### src/hdl/ccpsd_defines.vh
`ifndef CCPSD_DEFINES_VH
`define CCPSD_DEFINES_VH

// register word indices, byte address is index times four
`define CCPSD_IDX_SDG 3'h0
`define CCPSD_IDX_OEC 3'h1
`define CCPSD_IDX_DTC 3'h2
`define CCPSD_IDX_OMP 3'h3
`define CCPSD_IDX_STS 3'h4

// writable bit masks
`define CCPSD_SDG_MASK 16'hD0FF
`define CCPSD_OEC_MASK 16'hBFDF
`define CCPSD_OEC_MASK_AB 16'h83DF
`define CCPSD_DTC_MASK 16'h003F
`define CCPSD_OMP_MASK 16'hF73F

// reset values
`define CCPSD_SDG_RST 16'h0000
`define CCPSD_OEC_RST 16'h0100
`define CCPSD_DTC_RST 16'h0000
`define CCPSD_OMP_RST 16'h0000

// shutdown_gate_control fields
`define CCPSD_SDG_RESTART 15
`define CCPSD_SDG_GATEMODE 14
`define CCPSD_SDG_SWFORCE 12
`define CCPSD_SDG_SRC_HI 7
`define CCPSD_SDG_SRC_LO 0

// output_enable_capture_control fields
`define CCPSD_OEC_SYNC 15
`define CCPSD_OEC_EN_HI 13
`define CCPSD_OEC_EN_LO 8
`define CCPSD_OEC_GSM_HI 7
`define CCPSD_OEC_GSM_LO 6
`define CCPSD_OEC_AUX_HI 4
`define CCPSD_OEC_AUX_LO 3
`define CCPSD_OEC_ICS_HI 2
`define CCPSD_OEC_ICS_LO 0

// dead_time_control field
`define CCPSD_DTC_HI 5
`define CCPSD_DTC_LO 0

// output_mode_polarity_control fields
`define CCPSD_OMP_HOLD 15
`define CCPSD_OMP_OSC_HI 14
`define CCPSD_OMP_OSC_LO 12
`define CCPSD_OMP_OUTM_HI 10
`define CCPSD_OMP_OUTM_LO 8
`define CCPSD_OMP_POLA 5
`define CCPSD_OMP_POLB 4
`define CCPSD_OMP_PSSA_HI 3
`define CCPSD_OMP_PSSA_LO 2
`define CCPSD_OMP_PSSB_HI 1
`define CCPSD_OMP_PSSB_LO 0

// status register fields
`define CCPSD_STS_ARM 10
`define CCPSD_STS_TRIG 7
`define CCPSD_STS_SDFLAG 4
`define CCPSD_STS_CAPDIS 2

// output modes
`define CCPSD_OUTM_SINGLE 3'h0
`define CCPSD_OUTM_PUSHPULL 3'h1
`define CCPSD_OUTM_HALF 3'h2
`define CCPSD_OUTM_BDC_REV 3'h4
`define CCPSD_OUTM_BDC_FWD 3'h5
`define CCPSD_OUTM_SCAN 3'h6

// capture gate modes
`define CCPSD_GSM_LEVEL 2'h0
`define CCPSD_GSM_RISE 2'h1
`define CCPSD_GSM_FALL 2'h2

// auxiliary output selections
`define CCPSD_AUX_OFF 2'h0
`define CCPSD_AUX_ROLL 2'h1
`define CCPSD_AUX_MODE 2'h2
`define CCPSD_AUX_EVENT 2'h3

// shutdown pin states
`define CCPSD_PSS_ACTIVE 2'h3
`define CCPSD_PSS_INACTIVE 2'h2

`define CCPSD_LAST_SCAN 3'h5

`endif

### src/hdl/ccpsd_dead_time.v
`timescale 1ns/10ps
`default_nettype none
`include "ccpsd_defines.vh"

// splits one signal into a complementary pair, holding both sides off
// for i_dead+1 clock cycles after every change of the input
module ccpsd_dead_time #(
   parameter DT_WIDTH = 6
) (
   input wire i_clock,
   input wire i_reset,
   input wire i_in,
   input wire [DT_WIDTH-1:0] i_dead,
   output reg o_hi,
   output reg o_lo
);

   reg prev;
   reg [DT_WIDTH-1:0] cnt;

   always @(posedge i_clock or posedge i_reset) begin
      if (i_reset) begin
         prev <= 1'b0;
         cnt <= {DT_WIDTH{1'b0}};
         o_hi <= 1'b0;
         o_lo <= 1'b0;
      end else if (i_in != prev) begin
         prev <= i_in;
         cnt <= i_dead;
         // zero count bypasses the gap entirely
         o_hi <= (i_dead == {DT_WIDTH{1'b0}}) & i_in;
         o_lo <= (i_dead == {DT_WIDTH{1'b0}}) & ~i_in;
      end else if (cnt != {DT_WIDTH{1'b0}}) begin
         cnt <= cnt - 1'b1;
         o_hi <= 1'b0;
         o_lo <= 1'b0;
      end else begin
         o_hi <= prev;
         o_lo <= ~prev;
      end
   end

endmodule // ccpsd_dead_time

`default_nettype wire

### src/hdl/ccpsd_top.v
// Design decisions made here: the placing of the registers and register access over Wishbone.
`timescale 1ns/10ps
`default_nettype none
`include "ccpsd_defines.vh"

// What this block does
// - restart enable clears shutdown flag at next period once input gone
// - restart disabled: outputs stay shut down until software clears flag
// - gate mode defers shutdown to next rollover, else immediate
// - software force acts as a shutdown source, deferral still applies
// - eight enable bits each admit one shutdown or gating source
// - output enable sync applies enable changes at next rollover
// - set enable gives pin to module, clear releases it to port
// - only first instance has enables for outputs C through F
// - capture gate modes: level, one-shot rise enable, one-shot fall disable
// - aux select: off, rollover, mode signal, capture/compare event
// - capture source: pin, comparators 1-3, logic cells 1-4
// - dead-time field N of 1..63 inserts N+1 clock cycles, zero disables it
// - trigger mode with hold bit: pins undriven until triggered
// - one-shot extend lengthens trigger by N periods, N+1 total
// - output mode field selects single, push-pull, half-bridge, DC, scan
// - two polarity bits make groups ACE and BDF active-low
// - shutdown state per group: 11 active, 10 inactive, 0x released
// - unimplemented bits read zero, writes ignored
// - flag set holds outputs in shutdown state, clear runs normally
// - writing one to arm bit arms one-shot gate event, reads zero
// - capture disable flag blocks capture events while set
module ccpsd_top #(
   parameter FIRST_INSTANCE = 1,
   parameter NUM_SRC = 8
) (
   input wire i_clock,
   input wire i_reset,
   input wire i_wb_cyc,
   input wire i_wb_stb,
   input wire i_wb_we,
   input wire [4:0] i_wb_adr,
   input wire [3:0] i_wb_sel,
   input wire [31:0] i_wb_dat,
   output reg [31:0] o_wb_dat,
   output reg o_wb_ack,
   input wire [NUM_SRC-1:0] i_shutdown_sources,
   input wire i_capture_input_pin,
   input wire [2:0] i_comparator_output,
   input wire [3:0] i_logic_cell_output,
   input wire i_pwm,
   input wire i_tb_rollover,
   input wire i_period_start,
   input wire i_trigger_operation_enable,
   input wire i_triggered,
   input wire i_one_shot_trigger,
   input wire i_mode_signal,
   input wire i_timer_mode,
   input wire i_capture_event,
   input wire i_compare_event,
   output reg [5:0] o_compare_output_pin,
   output reg [5:0] o_compare_output_pin_oe,
   output reg [5:0] o_pin_owned,
   output reg o_aux_out,
   output reg o_capture_input,
   output reg o_one_shot_active,
   output reg o_shutdown_event_flag
);

   reg [15:0] sdg;
   reg [15:0] oec;
   reg [15:0] dtc;
   reg [15:0] omp;
   reg capture_disable_flag;
   reg gate_armed;
   reg [5:0] oe_live;
   reg [NUM_SRC-1:0] src_m;
   reg [NUM_SRC-1:0] src_s;
   reg [7:0] cap_m;
   reg [7:0] cap_s;
   reg gate_prev;
   reg [2:0] osc_cnt;
   reg pp_phase;
   reg [2:0] scan_idx;
   reg [5:0] act;
   reg [15:0] rd;
   reg [15:0] wlane;
   wire hb_hi;
   wire hb_lo;
   localparam [15:0] OEC_RESET = `CCPSD_OEC_RST;

   wire [15:0] oec_mask = (FIRST_INSTANCE != 0) ?
      `CCPSD_OEC_MASK : `CCPSD_OEC_MASK_AB;
   wire [2:0] idx = i_wb_adr[4:2];
   wire wb_req = i_wb_cyc & i_wb_stb;
   wire wr_now = wb_req & i_wb_we & o_wb_ack;

   wire restart_en = sdg[`CCPSD_SDG_RESTART];
   wire gate_mode = sdg[`CCPSD_SDG_GATEMODE];
   wire sw_force = sdg[`CCPSD_SDG_SWFORCE];
   wire [NUM_SRC-1:0] src_en = sdg[NUM_SRC-1:0];
   wire oe_sync = oec[`CCPSD_OEC_SYNC];
   wire [5:0] oe_bits = oec[`CCPSD_OEC_EN_HI:`CCPSD_OEC_EN_LO];
   wire [1:0] gsm = oec[`CCPSD_OEC_GSM_HI:`CCPSD_OEC_GSM_LO];
   wire [1:0] aux_sel = oec[`CCPSD_OEC_AUX_HI:`CCPSD_OEC_AUX_LO];
   wire [2:0] ics = oec[`CCPSD_OEC_ICS_HI:`CCPSD_OEC_ICS_LO];
   wire [5:0] dead = dtc[`CCPSD_DTC_HI:`CCPSD_DTC_LO];
   wire hold_trig = omp[`CCPSD_OMP_HOLD];
   wire [2:0] osc = omp[`CCPSD_OMP_OSC_HI:`CCPSD_OMP_OSC_LO];
   wire [2:0] outm = omp[`CCPSD_OMP_OUTM_HI:`CCPSD_OMP_OUTM_LO];
   wire pol_a = omp[`CCPSD_OMP_POLA];
   wire pol_b = omp[`CCPSD_OMP_POLB];
   wire [1:0] pss_a = omp[`CCPSD_OMP_PSSA_HI:`CCPSD_OMP_PSSA_LO];
   wire [1:0] pss_b = omp[`CCPSD_OMP_PSSB_HI:`CCPSD_OMP_PSSB_LO];

   // the same request gates captures and shuts the outputs down
   wire sd_req = (|(src_s & src_en)) | sw_force;
   // deferred shutdown waits for the rollover strobe
   wire sd_set = sd_req & (~gate_mode | i_tb_rollover);
   wire sd_auto_clr = restart_en & ~sd_req & i_period_start;
   wire sts_wr = wr_now & (idx == `CCPSD_IDX_STS);
   wire sw_clr_flag = sts_wr & i_wb_sel[0] &
      ~i_wb_dat[`CCPSD_STS_SDFLAG];
   wire sw_clr_cap = sts_wr & i_wb_sel[0] & ~i_wb_dat[`CCPSD_STS_CAPDIS];
   wire sw_arm = sts_wr & i_wb_sel[1] & i_wb_dat[`CCPSD_STS_ARM];
   wire gate_rise = sd_req & ~gate_prev;
   wire gate_fall = ~sd_req & gate_prev;
   // outputs are held off only while a trigger is still awaited
   wire held = i_trigger_operation_enable & hold_trig & ~i_triggered;

   // all asynchronous inputs pass two flops before use
   always @(posedge i_clock or posedge i_reset) begin
      if (i_reset) begin
         src_m <= {NUM_SRC{1'b0}};
         src_s <= {NUM_SRC{1'b0}};
         cap_m <= 8'h00;
         cap_s <= 8'h00;
      end else begin
         src_m <= i_shutdown_sources;
         src_s <= src_m;
         cap_m <= {i_logic_cell_output, i_comparator_output,
            i_capture_input_pin};
         cap_s <= cap_m;
      end
   end

   // lane merge for 16-bit registers on the low half of the bus
   always @* begin
      case (idx)
         `CCPSD_IDX_SDG: rd = sdg;
         `CCPSD_IDX_OEC: rd = oec;
         `CCPSD_IDX_DTC: rd = dtc;
         `CCPSD_IDX_OMP: rd = omp;
         default: rd = 16'h0000;
      endcase
      wlane[7:0] = i_wb_sel[0] ? i_wb_dat[7:0] : rd[7:0];
      wlane[15:8] = i_wb_sel[1] ? i_wb_dat[15:8] : rd[15:8];
   end

   always @(posedge i_clock or posedge i_reset) begin
      if (i_reset) begin
         o_wb_ack <= 1'b0;
         o_wb_dat <= 32'h0000_0000;
         sdg <= `CCPSD_SDG_RST;
         oec <= `CCPSD_OEC_RST;
         dtc <= `CCPSD_DTC_RST;
         omp <= `CCPSD_OMP_RST;
      end else begin
         o_wb_ack <= wb_req & ~o_wb_ack;
         o_wb_dat <= 32'h0000_0000;
         if (wb_req & ~o_wb_ack & ~i_wb_we) begin
            if (idx == `CCPSD_IDX_STS) begin
               // the arm bit always reads back as zero
               o_wb_dat[`CCPSD_STS_TRIG] <= i_triggered;
               o_wb_dat[`CCPSD_STS_SDFLAG] <= o_shutdown_event_flag;
               o_wb_dat[`CCPSD_STS_CAPDIS] <= capture_disable_flag;
            end else begin
               o_wb_dat[15:0] <= rd;
            end
         end
         if (wr_now) begin
            case (idx)
               `CCPSD_IDX_SDG: sdg <= wlane & `CCPSD_SDG_MASK;
               `CCPSD_IDX_OEC: oec <= wlane & oec_mask;
               `CCPSD_IDX_DTC: dtc <= wlane & `CCPSD_DTC_MASK;
               `CCPSD_IDX_OMP: omp <= wlane & `CCPSD_OMP_MASK;
               default: sdg <= sdg;
            endcase
         end
      end
   end

   // shutdown event flag: a set (request, at rollover in gate mode) wins over any clear
   always @(posedge i_clock or posedge i_reset) begin
      if (i_reset) begin
         o_shutdown_event_flag <= 1'b0;
      end else if (sd_set) begin
         o_shutdown_event_flag <= 1'b1;
      end else if (sd_auto_clr | sw_clr_flag) begin
         o_shutdown_event_flag <= 1'b0;
      end
   end

   // capture gating from the shared gate source
   always @(posedge i_clock or posedge i_reset) begin
      if (i_reset) begin
         capture_disable_flag <= 1'b0;
         gate_armed <= 1'b0;
         gate_prev <= 1'b0;
      end else begin
         gate_prev <= sd_req;
         case (gsm)
            `CCPSD_GSM_LEVEL: begin
               capture_disable_flag <= ~sd_req;
               gate_armed <= 1'b0;
            end
            `CCPSD_GSM_RISE: begin
               if (gate_armed & gate_rise) begin
                  capture_disable_flag <= 1'b0;
                  gate_armed <= 1'b0;
               end else begin
                  if (sw_clr_cap) capture_disable_flag <= 1'b0;
                  if (sw_arm) gate_armed <= 1'b1;
               end
            end
            `CCPSD_GSM_FALL: begin
               if (gate_armed & gate_fall) begin
                  capture_disable_flag <= 1'b1;
                  gate_armed <= 1'b0;
               end else begin
                  if (sw_clr_cap) capture_disable_flag <= 1'b0;
                  if (sw_arm) gate_armed <= 1'b1;
               end
            end
            default: begin
               // reserved gate mode leaves the flag alone
               gate_armed <= 1'b0;
            end
         endcase
      end
   end

   // enables, one-shot length, push-pull phase and scan position
   always @(posedge i_clock or posedge i_reset) begin
      if (i_reset) begin
         oe_live <= OEC_RESET[`CCPSD_OEC_EN_HI:`CCPSD_OEC_EN_LO];
         osc_cnt <= 3'h0;
         o_one_shot_active <= 1'b0;
         pp_phase <= 1'b0;
         scan_idx <= 3'h0;
      end else begin
         if (~oe_sync | i_tb_rollover) begin
            oe_live <= oe_bits;
         end
         if (i_one_shot_trigger) begin
            o_one_shot_active <= 1'b1;
            osc_cnt <= osc;
         end else if (o_one_shot_active & i_tb_rollover) begin
            if (osc_cnt == 3'h0) begin
               o_one_shot_active <= 1'b0;
            end else begin
               osc_cnt <= osc_cnt - 1'b1;
            end
         end
         if (i_tb_rollover) begin
            pp_phase <= ~pp_phase;
            scan_idx <= (scan_idx == `CCPSD_LAST_SCAN) ? 3'h0 :
               scan_idx + 1'b1;
         end
      end
   end

   ccpsd_dead_time #(
      .DT_WIDTH(6)
   ) u_dead (
      .i_clock(i_clock),
      .i_reset(i_reset),
      .i_in(i_pwm),
      .i_dead((outm == `CCPSD_OUTM_HALF) ? dead : 6'h00),
      .o_hi(hb_hi),
      .o_lo(hb_lo)
   );

   // active levels per pin before polarity, a=0 b=1 c=2 d=3 e=4 f=5
   always @* begin
      act = 6'h00;
      case (outm)
         `CCPSD_OUTM_SINGLE: act = {6{i_pwm}};
         `CCPSD_OUTM_PUSHPULL: begin
            act[0] = i_pwm & ~pp_phase;
            act[1] = i_pwm & pp_phase;
         end
         `CCPSD_OUTM_HALF: begin
            act[0] = hb_hi;
            act[1] = hb_lo;
         end
         `CCPSD_OUTM_BDC_REV: begin
            act[2] = 1'b1;
            act[1] = i_pwm;
         end
         `CCPSD_OUTM_BDC_FWD: begin
            act[0] = 1'b1;
            act[3] = i_pwm;
         end
         `CCPSD_OUTM_SCAN: act = {5'h00, i_pwm} << scan_idx;
         default: act = 6'h00;
      endcase
   end

   genvar g;
   generate
      for (g = 0; g < 6; g = g + 1) begin : g_pin
         wire pol = (g % 2 == 0) ? pol_a : pol_b;
         wire [1:0] pss = (g % 2 == 0) ? pss_a : pss_b;
         always @(posedge i_clock or posedge i_reset) begin
            if (i_reset) begin
               o_pin_owned[g] <= 1'b0;
               o_compare_output_pin[g] <= 1'b0;
               o_compare_output_pin_oe[g] <= 1'b0;
            end else begin
               o_pin_owned[g] <= oe_live[g];
               if (~oe_live[g]) begin
                  // released pin: port logic owns it
                  o_compare_output_pin[g] <= 1'b0;
                  o_compare_output_pin_oe[g] <= 1'b0;
               end else if (o_shutdown_event_flag) begin
                  o_compare_output_pin[g] <=
                     (pss == `CCPSD_PSS_ACTIVE) ^ pol;
                  o_compare_output_pin_oe[g] <= pss[1];
               end else if (held) begin
                  o_compare_output_pin[g] <= pol;
                  o_compare_output_pin_oe[g] <= 1'b0;
               end else begin
                  o_compare_output_pin[g] <= act[g] ^ pol;
                  o_compare_output_pin_oe[g] <= 1'b1;
               end
            end
         end
      end
   endgenerate

   always @(posedge i_clock or posedge i_reset) begin
      if (i_reset) begin
         o_aux_out <= 1'b0;
         o_capture_input <= 1'b0;
      end else begin
         case (aux_sel)
            `CCPSD_AUX_OFF: o_aux_out <= 1'b0;
            `CCPSD_AUX_ROLL: o_aux_out <= i_tb_rollover;
            `CCPSD_AUX_MODE: o_aux_out <= i_mode_signal;
            `CCPSD_AUX_EVENT: o_aux_out <= ~i_timer_mode &
               (i_capture_event | i_compare_event);
            default: o_aux_out <= 1'b0;
         endcase
         // a blocked source reads low so no edge reaches capture
         o_capture_input <= cap_s[ics] & ~capture_disable_flag;
      end
   end

endmodule // ccpsd_top

`default_nettype wire

### config.mk
export PLATFORM = sky130hd
export DESIGN_NAME = ccpsd_top
export DESIGN_NICKNAME = d
export VERILOG_FILES = /design/src/hdl/ccpsd_dead_time.v /design/src/hdl/ccpsd_top.v
export VERILOG_INCLUDE_DIRS = /design/src /design/src/hdl
export SDC_FILE = /design/constraint.sdc
export NUM_CORES = 1
export LEC_CHECK = 0
export ABC_AREA = 1
export BUFFER_PORTS_ARGS = -buffer_cell sky130_fd_sc_hd__buf_4
export CORE_UTILIZATION = 55
export CTS_CLUSTER_SIZE = 30
export DETAILED_ROUTE_END_ITERATION = 10
export HOLD_SLACK_MARGIN = 0.06
export PLACE_DENSITY = 0.8
export SYNTH_ARGS = -nofsm -noshare
export SYNTH_HDL_FRONTEND = slang
export SYNTH_HIERARCHICAL = 1
export SYNTH_SLANG_ARGS = --single-unit
export TNS_END_PERCENT = 100
### constraint.sdc
create_clock -name i_clock -period 5.16 [get_ports i_clock]
set_clock_uncertainty 0.15 [all_clocks]
set_input_delay 0.516 -clock i_clock [delete_from_list [all_inputs] [get_ports i_clock]]
set_output_delay 0.516 -clock i_clock [all_outputs]
set_load 0.005 [all_outputs]
==> reports/qor.txt <==
STATUS
----------------------------------------------------------------------------------------
Status .................................................................... complete, no violations

DIE
----------------------------------------------------------------------------------------
Die area ..................................................................  11,900 um^2
Horizontal die dimension ..................................................       109 um
Io pins ...................................................................          127
Effective utilization at floorplan ........................................        0.574
Die Span Y ................................................................       109 um
Cell Rows .................................................................           38
Core Region ...............................................................  11,000 um^2

WORST SETUP PATH
----------------------------------------------------------------------------------------
Instance count on the critical path .......................................            4
Bufs and invs on worst path ...............................................            4
Endpoint of the worst register-to-register path ...........................  o_wb_dat[4]
CP max stage cell ......................................................... sky130_fd_sc_hd__inv_4
Reg-to-reg slack, setup ...................................................      3.23 ns
Startpoint type of the worst setup path ...................................   input port
Arrival time at the worst endpoint ........................................      2.58 ns
Most common cell on crit path ............................................. sky130_fd_sc_hd__buf_4
Worst-case reg-to-reg path depth ..........................................            3
Capture point of the critical path ........................................   oe_live[0]
Sequence of cells on the critical path .................................... dlygate4sd3_1 -> buf_4 -> inv_4 -> buf_4
Worst-path maximum fanout .................................................           87
Launching point of the worst reg2reg path .................................     o_wb_ack
Largest stage delay on the critical path ..................................      0.70 ns
Type of element capturing the critical path ...............................    async pin
Worst setup path class ....................................................     in2async
Data required time at the worst endpoint ..................................      5.52 ns
Worst path top cell family by delay ....................................... buffers and inverters
CP startpoint .............................................................      i_reset

CLOCKING
----------------------------------------------------------------------------------------
CTS tree ..................................................................          yes
Clock-pin slew of the registers on the worst-case setup and hold paths ....      0.06 ns
Clock root buffer ......................................................... sky130_fd_sc_hd__clkbuf_16
CTS buffer count ..........................................................           17
Number of buffers between clock root and the deepest sink .................            2
Number of clock sinks .....................................................          140
Number of buffers added for setup after CTS ...............................            0
Max H-tree Level ..........................................................            4
Later-pin clock latency in the skew report ................................      0.42 ns

GLOBAL ROUTE
----------------------------------------------------------------------------------------
Overflow left after global routing ........................................            0
Wire length of the first global-routing pass ..............................    23,600 um
Total global routing track utilization ....................................        0.265
Number of global-route vias before repair .................................        4,983
Antenna violations before repair ..........................................            0
Largest net degree at the start of global routing .........................           88

LOGIC SYNTHESIS
----------------------------------------------------------------------------------------
Fraction of synthesis flops using an asynchronous set or reset pin ........         1.00
Dominant cells by area after synthesis .................................... sky130_fd_sc_hd__dfrtp_1 55%, sky130_fd_sc_hd__nand2_1 9.2%, sky130_fd_sc_hd__inv_1 4.8%
Most common library cells after synthesis ................................. 154 x sky130_fd_sc_hd__nand2_1, 138 x sky130_fd_sc_hd__dfrtp_1, 81 x sky130_fd_sc_hd__inv_1
Number of flops mapped to enable cells by yosys ...........................            0
Part of the Yosys area used for sequential elements .......................        0.556
Top cell type's share of synthesized area .................................        0.548
Number of instances in the synthesized netlist ............................          703
Synthesis Warnings ........................................................            6
Cell accounting for the most synthesized area ............................. sky130_fd_sc_hd__dfrtp_1
Count of different cell masters after synthesis ...........................           41
Average footprint of a synthesized cell ...................................    8.97 um^2
Most common cell in the netlist ........................................... sky130_fd_sc_hd__nand2_1
Synth Cell Area ...........................................................    6300 um^2
Flop and latch count out of synthesis .....................................          140
Main flop type after synthesis ............................................ sky130_fd_sc_hd__dfrtp_1

FINISH
----------------------------------------------------------------------------------------
Multi-input combinational cell area .......................................    2280 um^2
Post-synthesis to final-layout area growth ................................        23.6%
Antenna Diode Count .......................................................            0
Layout fillers ............................................................          776
Area used by sequential logic in the layout ...............................    3510 um^2
Final Instance Area .......................................................    7790 um^2
Ratio of cells with drive above 1 in the final layout .....................        0.218
Nets ......................................................................          893
Final Util ................................................................        0.710

PLACEMENT
----------------------------------------------------------------------------------------
Detailed-placement wirelength estimate ....................................      9690 um
Port Buffer Count .........................................................           90
Placer's final routability congestion estimate ............................        0.940
Dpl cell area .............................................................    7010 um^2

STA
----------------------------------------------------------------------------------------
Normalized max-slew margin ................................................        0.308
Count of final hold-check violations ......................................            0
Worst Hold Slack ..........................................................     0.158 ns
Unrepaired setup endpoints after global routing ...........................        false
Final worst path period need ..............................................      2.22 ns
Final-layout setup total negative slack ...................................         0 ns
Maximum clock rate ........................................................      451 MHz
Portion of the clock cycle consumed by the worst path in the final layout .        0.430
Max-slew violation total from the final report ............................            0
Actual transition at the worst max-transition pin .........................      1.04 ns
Final setup vio count .....................................................            0

ROUTING
----------------------------------------------------------------------------------------
Final WL ..................................................................    14,300 um
Number of nets with antenna violations after detailed routing .............            0
DRC .......................................................................            0
Routed vias ...............................................................        5,134
1st-pass router iterations ................................................            5
Routed vias/inst ..........................................................         5.31
Initial DRC Count .........................................................          382
Post-detailed-route wirelength per cell ...................................      14.8 um

MIN PATH
----------------------------------------------------------------------------------------
Hold Path Origin ..........................................................        i_pwm
Path category of the worst min-delay check ................................       in2reg

PWR
----------------------------------------------------------------------------------------
LEAKAGE ...................................................................   0.00389 uW
Power density relative to cell area .......................................  387 nW/um^2
Worst supply voltage drop on vdd ..........................................   0.000330 V

FLOW RUN
----------------------------------------------------------------------------------------
Maximum capacitance violations ............................................            0

-- stage by stage --
| step | power (uW) | setup WS, ns | instances |
|---|---|---|---|
| 6_report | 3020 | 2.94 | 967 |
| 5_1_grt | 3160 | 2.64 | 967 |
| 4_1_cts | 3030 | 2.86 | 967 |
| 3_5_place_dp | 1760 | 2.98 | 918 |
| 3_3_place_gp | 1730 | 3.02 | 918 |
| 2_1_floorplan | 1610 | 1.00 | 718 |
-- timing repair --
item                                   in CTS  in global routing
hold buffers                               17                  0
resized for setup                           0                  0
endpoints found under the hold margin      25                  0
-- cell type report --
| cell class | count | area share |
|---|---|---|
| inverters | 94 | 0.0472 |
| clock buffers | 19 | 0.0568 |
| clock inverters | 13 | 0.0215 |
| flip-flops and latches | 140 | 0.450 |
| well taps | 140 | 0.0225 |
| multi-input cells | 453 | 0.293 |
| repair buffers | 108 | 0.109 |
-- routing by layer --
| metal | up-vias | global-route usage | wire length (um) |
|---|---|---|---|
| met5 | - | 0 | 0 |
| met4 | 0 | 0.0975 | 277 |
| met3 | 26 | 0.0592 | 812 |
| met2 | 206 | 0.449 | 7340 |
| met1 | 2454 | 0.332 | 5850 |
| li1 | 2448 | - | - |
-- how the worst min path moves through the flow --
stage / depth (start not counted) / end / slack [ns]
after detailed placement: 0 / src_s[3] / 0.18
after global routing: 1 / u_dead/prev / 0.15
after CTS: 1 / u_dead/prev / 0.14
final: 1 / u_dead/prev / 0.16
after global placement: 0 / src_s[2] / 0.18
after floorplan: 0 / cap_s[0] / 0.18
-- registers in the layout, indices dropped and copies added, names as in the netlist, 3 cells and up --
| signal | flops |
|---|---|
| o_compare_output_pin_oe | 6 |
| cap_s | 8 |
| dtc | 6 |
| osc_cnt | 3 |
| src_m | 8 |
| sdg | 11 |
| oec | 14 |
| src_s | 8 |
| o_pin_owned | 6 |
| cap_m | 8 |
| o_compare_output_pin | 6 |
| scan_idx | 3 |
| oe_live | 6 |
| o_wb_dat | 16 |
| omp | 13 |
| u_dead/cnt | 6 |
-- layout by cell type, fill, tap and decap left out, types with 2 or more instances in the layout --
master / n
sky130_fd_sc_hd__nand3_1: 43
sky130_fd_sc_hd__or2_2: 6
sky130_fd_sc_hd__inv_2: 10
sky130_fd_sc_hd__dfrtp_1: 138
sky130_fd_sc_hd__clkinvlp_4: 5
sky130_fd_sc_hd__nor2_2: 3
sky130_fd_sc_hd__o22ai_1: 16
sky130_fd_sc_hd__nor2_4: 3
sky130_fd_sc_hd__nand4_1: 6
sky130_fd_sc_hd__buf_4: 91
sky130_fd_sc_hd__nor3_1: 10
sky130_fd_sc_hd__inv_4: 2
sky130_fd_sc_hd__nand2_2: 3
sky130_fd_sc_hd__ha_1: 7
sky130_fd_sc_hd__conb_1: 16
sky130_fd_sc_hd__o21ai_0: 50
sky130_fd_sc_hd__nand2_4: 3
sky130_fd_sc_hd__a22oi_1: 2
sky130_fd_sc_hd__nand3_4: 2
sky130_fd_sc_hd__nor2_1: 63
sky130_fd_sc_hd__o21ai_1: 18
sky130_fd_sc_hd__nand3_2: 4
sky130_fd_sc_hd__a22oi_2: 2
sky130_fd_sc_hd__o21ai_2: 11
sky130_fd_sc_hd__xor2_1: 3
sky130_fd_sc_hd__dlygate4sd3_1: 17
sky130_fd_sc_hd__a21oi_1: 18
sky130_fd_sc_hd__clkinv_4: 4
sky130_fd_sc_hd__o211ai_2: 2
sky130_fd_sc_hd__dfstp_2: 2
sky130_fd_sc_hd__inv_1: 80
sky130_fd_sc_hd__nand3b_1: 2
sky130_fd_sc_hd__clkbuf_16: 17
sky130_fd_sc_hd__nand2_1: 154
sky130_fd_sc_hd__bufinv_16: 3
sky130_fd_sc_hd__inv_6: 2
-- cell families after synthesis --
logic type,after synthesis,synth area share
buf+inv,125,0.0909
xor+xnor,4,0.00556
mux,1,0.00357
fa+ha+maj,7,0.0139
flops,140,0.556
other cells,1,0.000595
simple gates,304,0.217
compound gates,121,0.112
-- where the power goes --
part	internal, uW	switching [uW]	leakage [uW]	total (uW)
Combinational	188	297	0.00189	485
Clock	775	475	0.000282	1250
Sequential	1210	74.2	0.00172	1280
Total	2170	847	0.00389	3020
No activity file was read; power rests on OpenSTA's default activity.
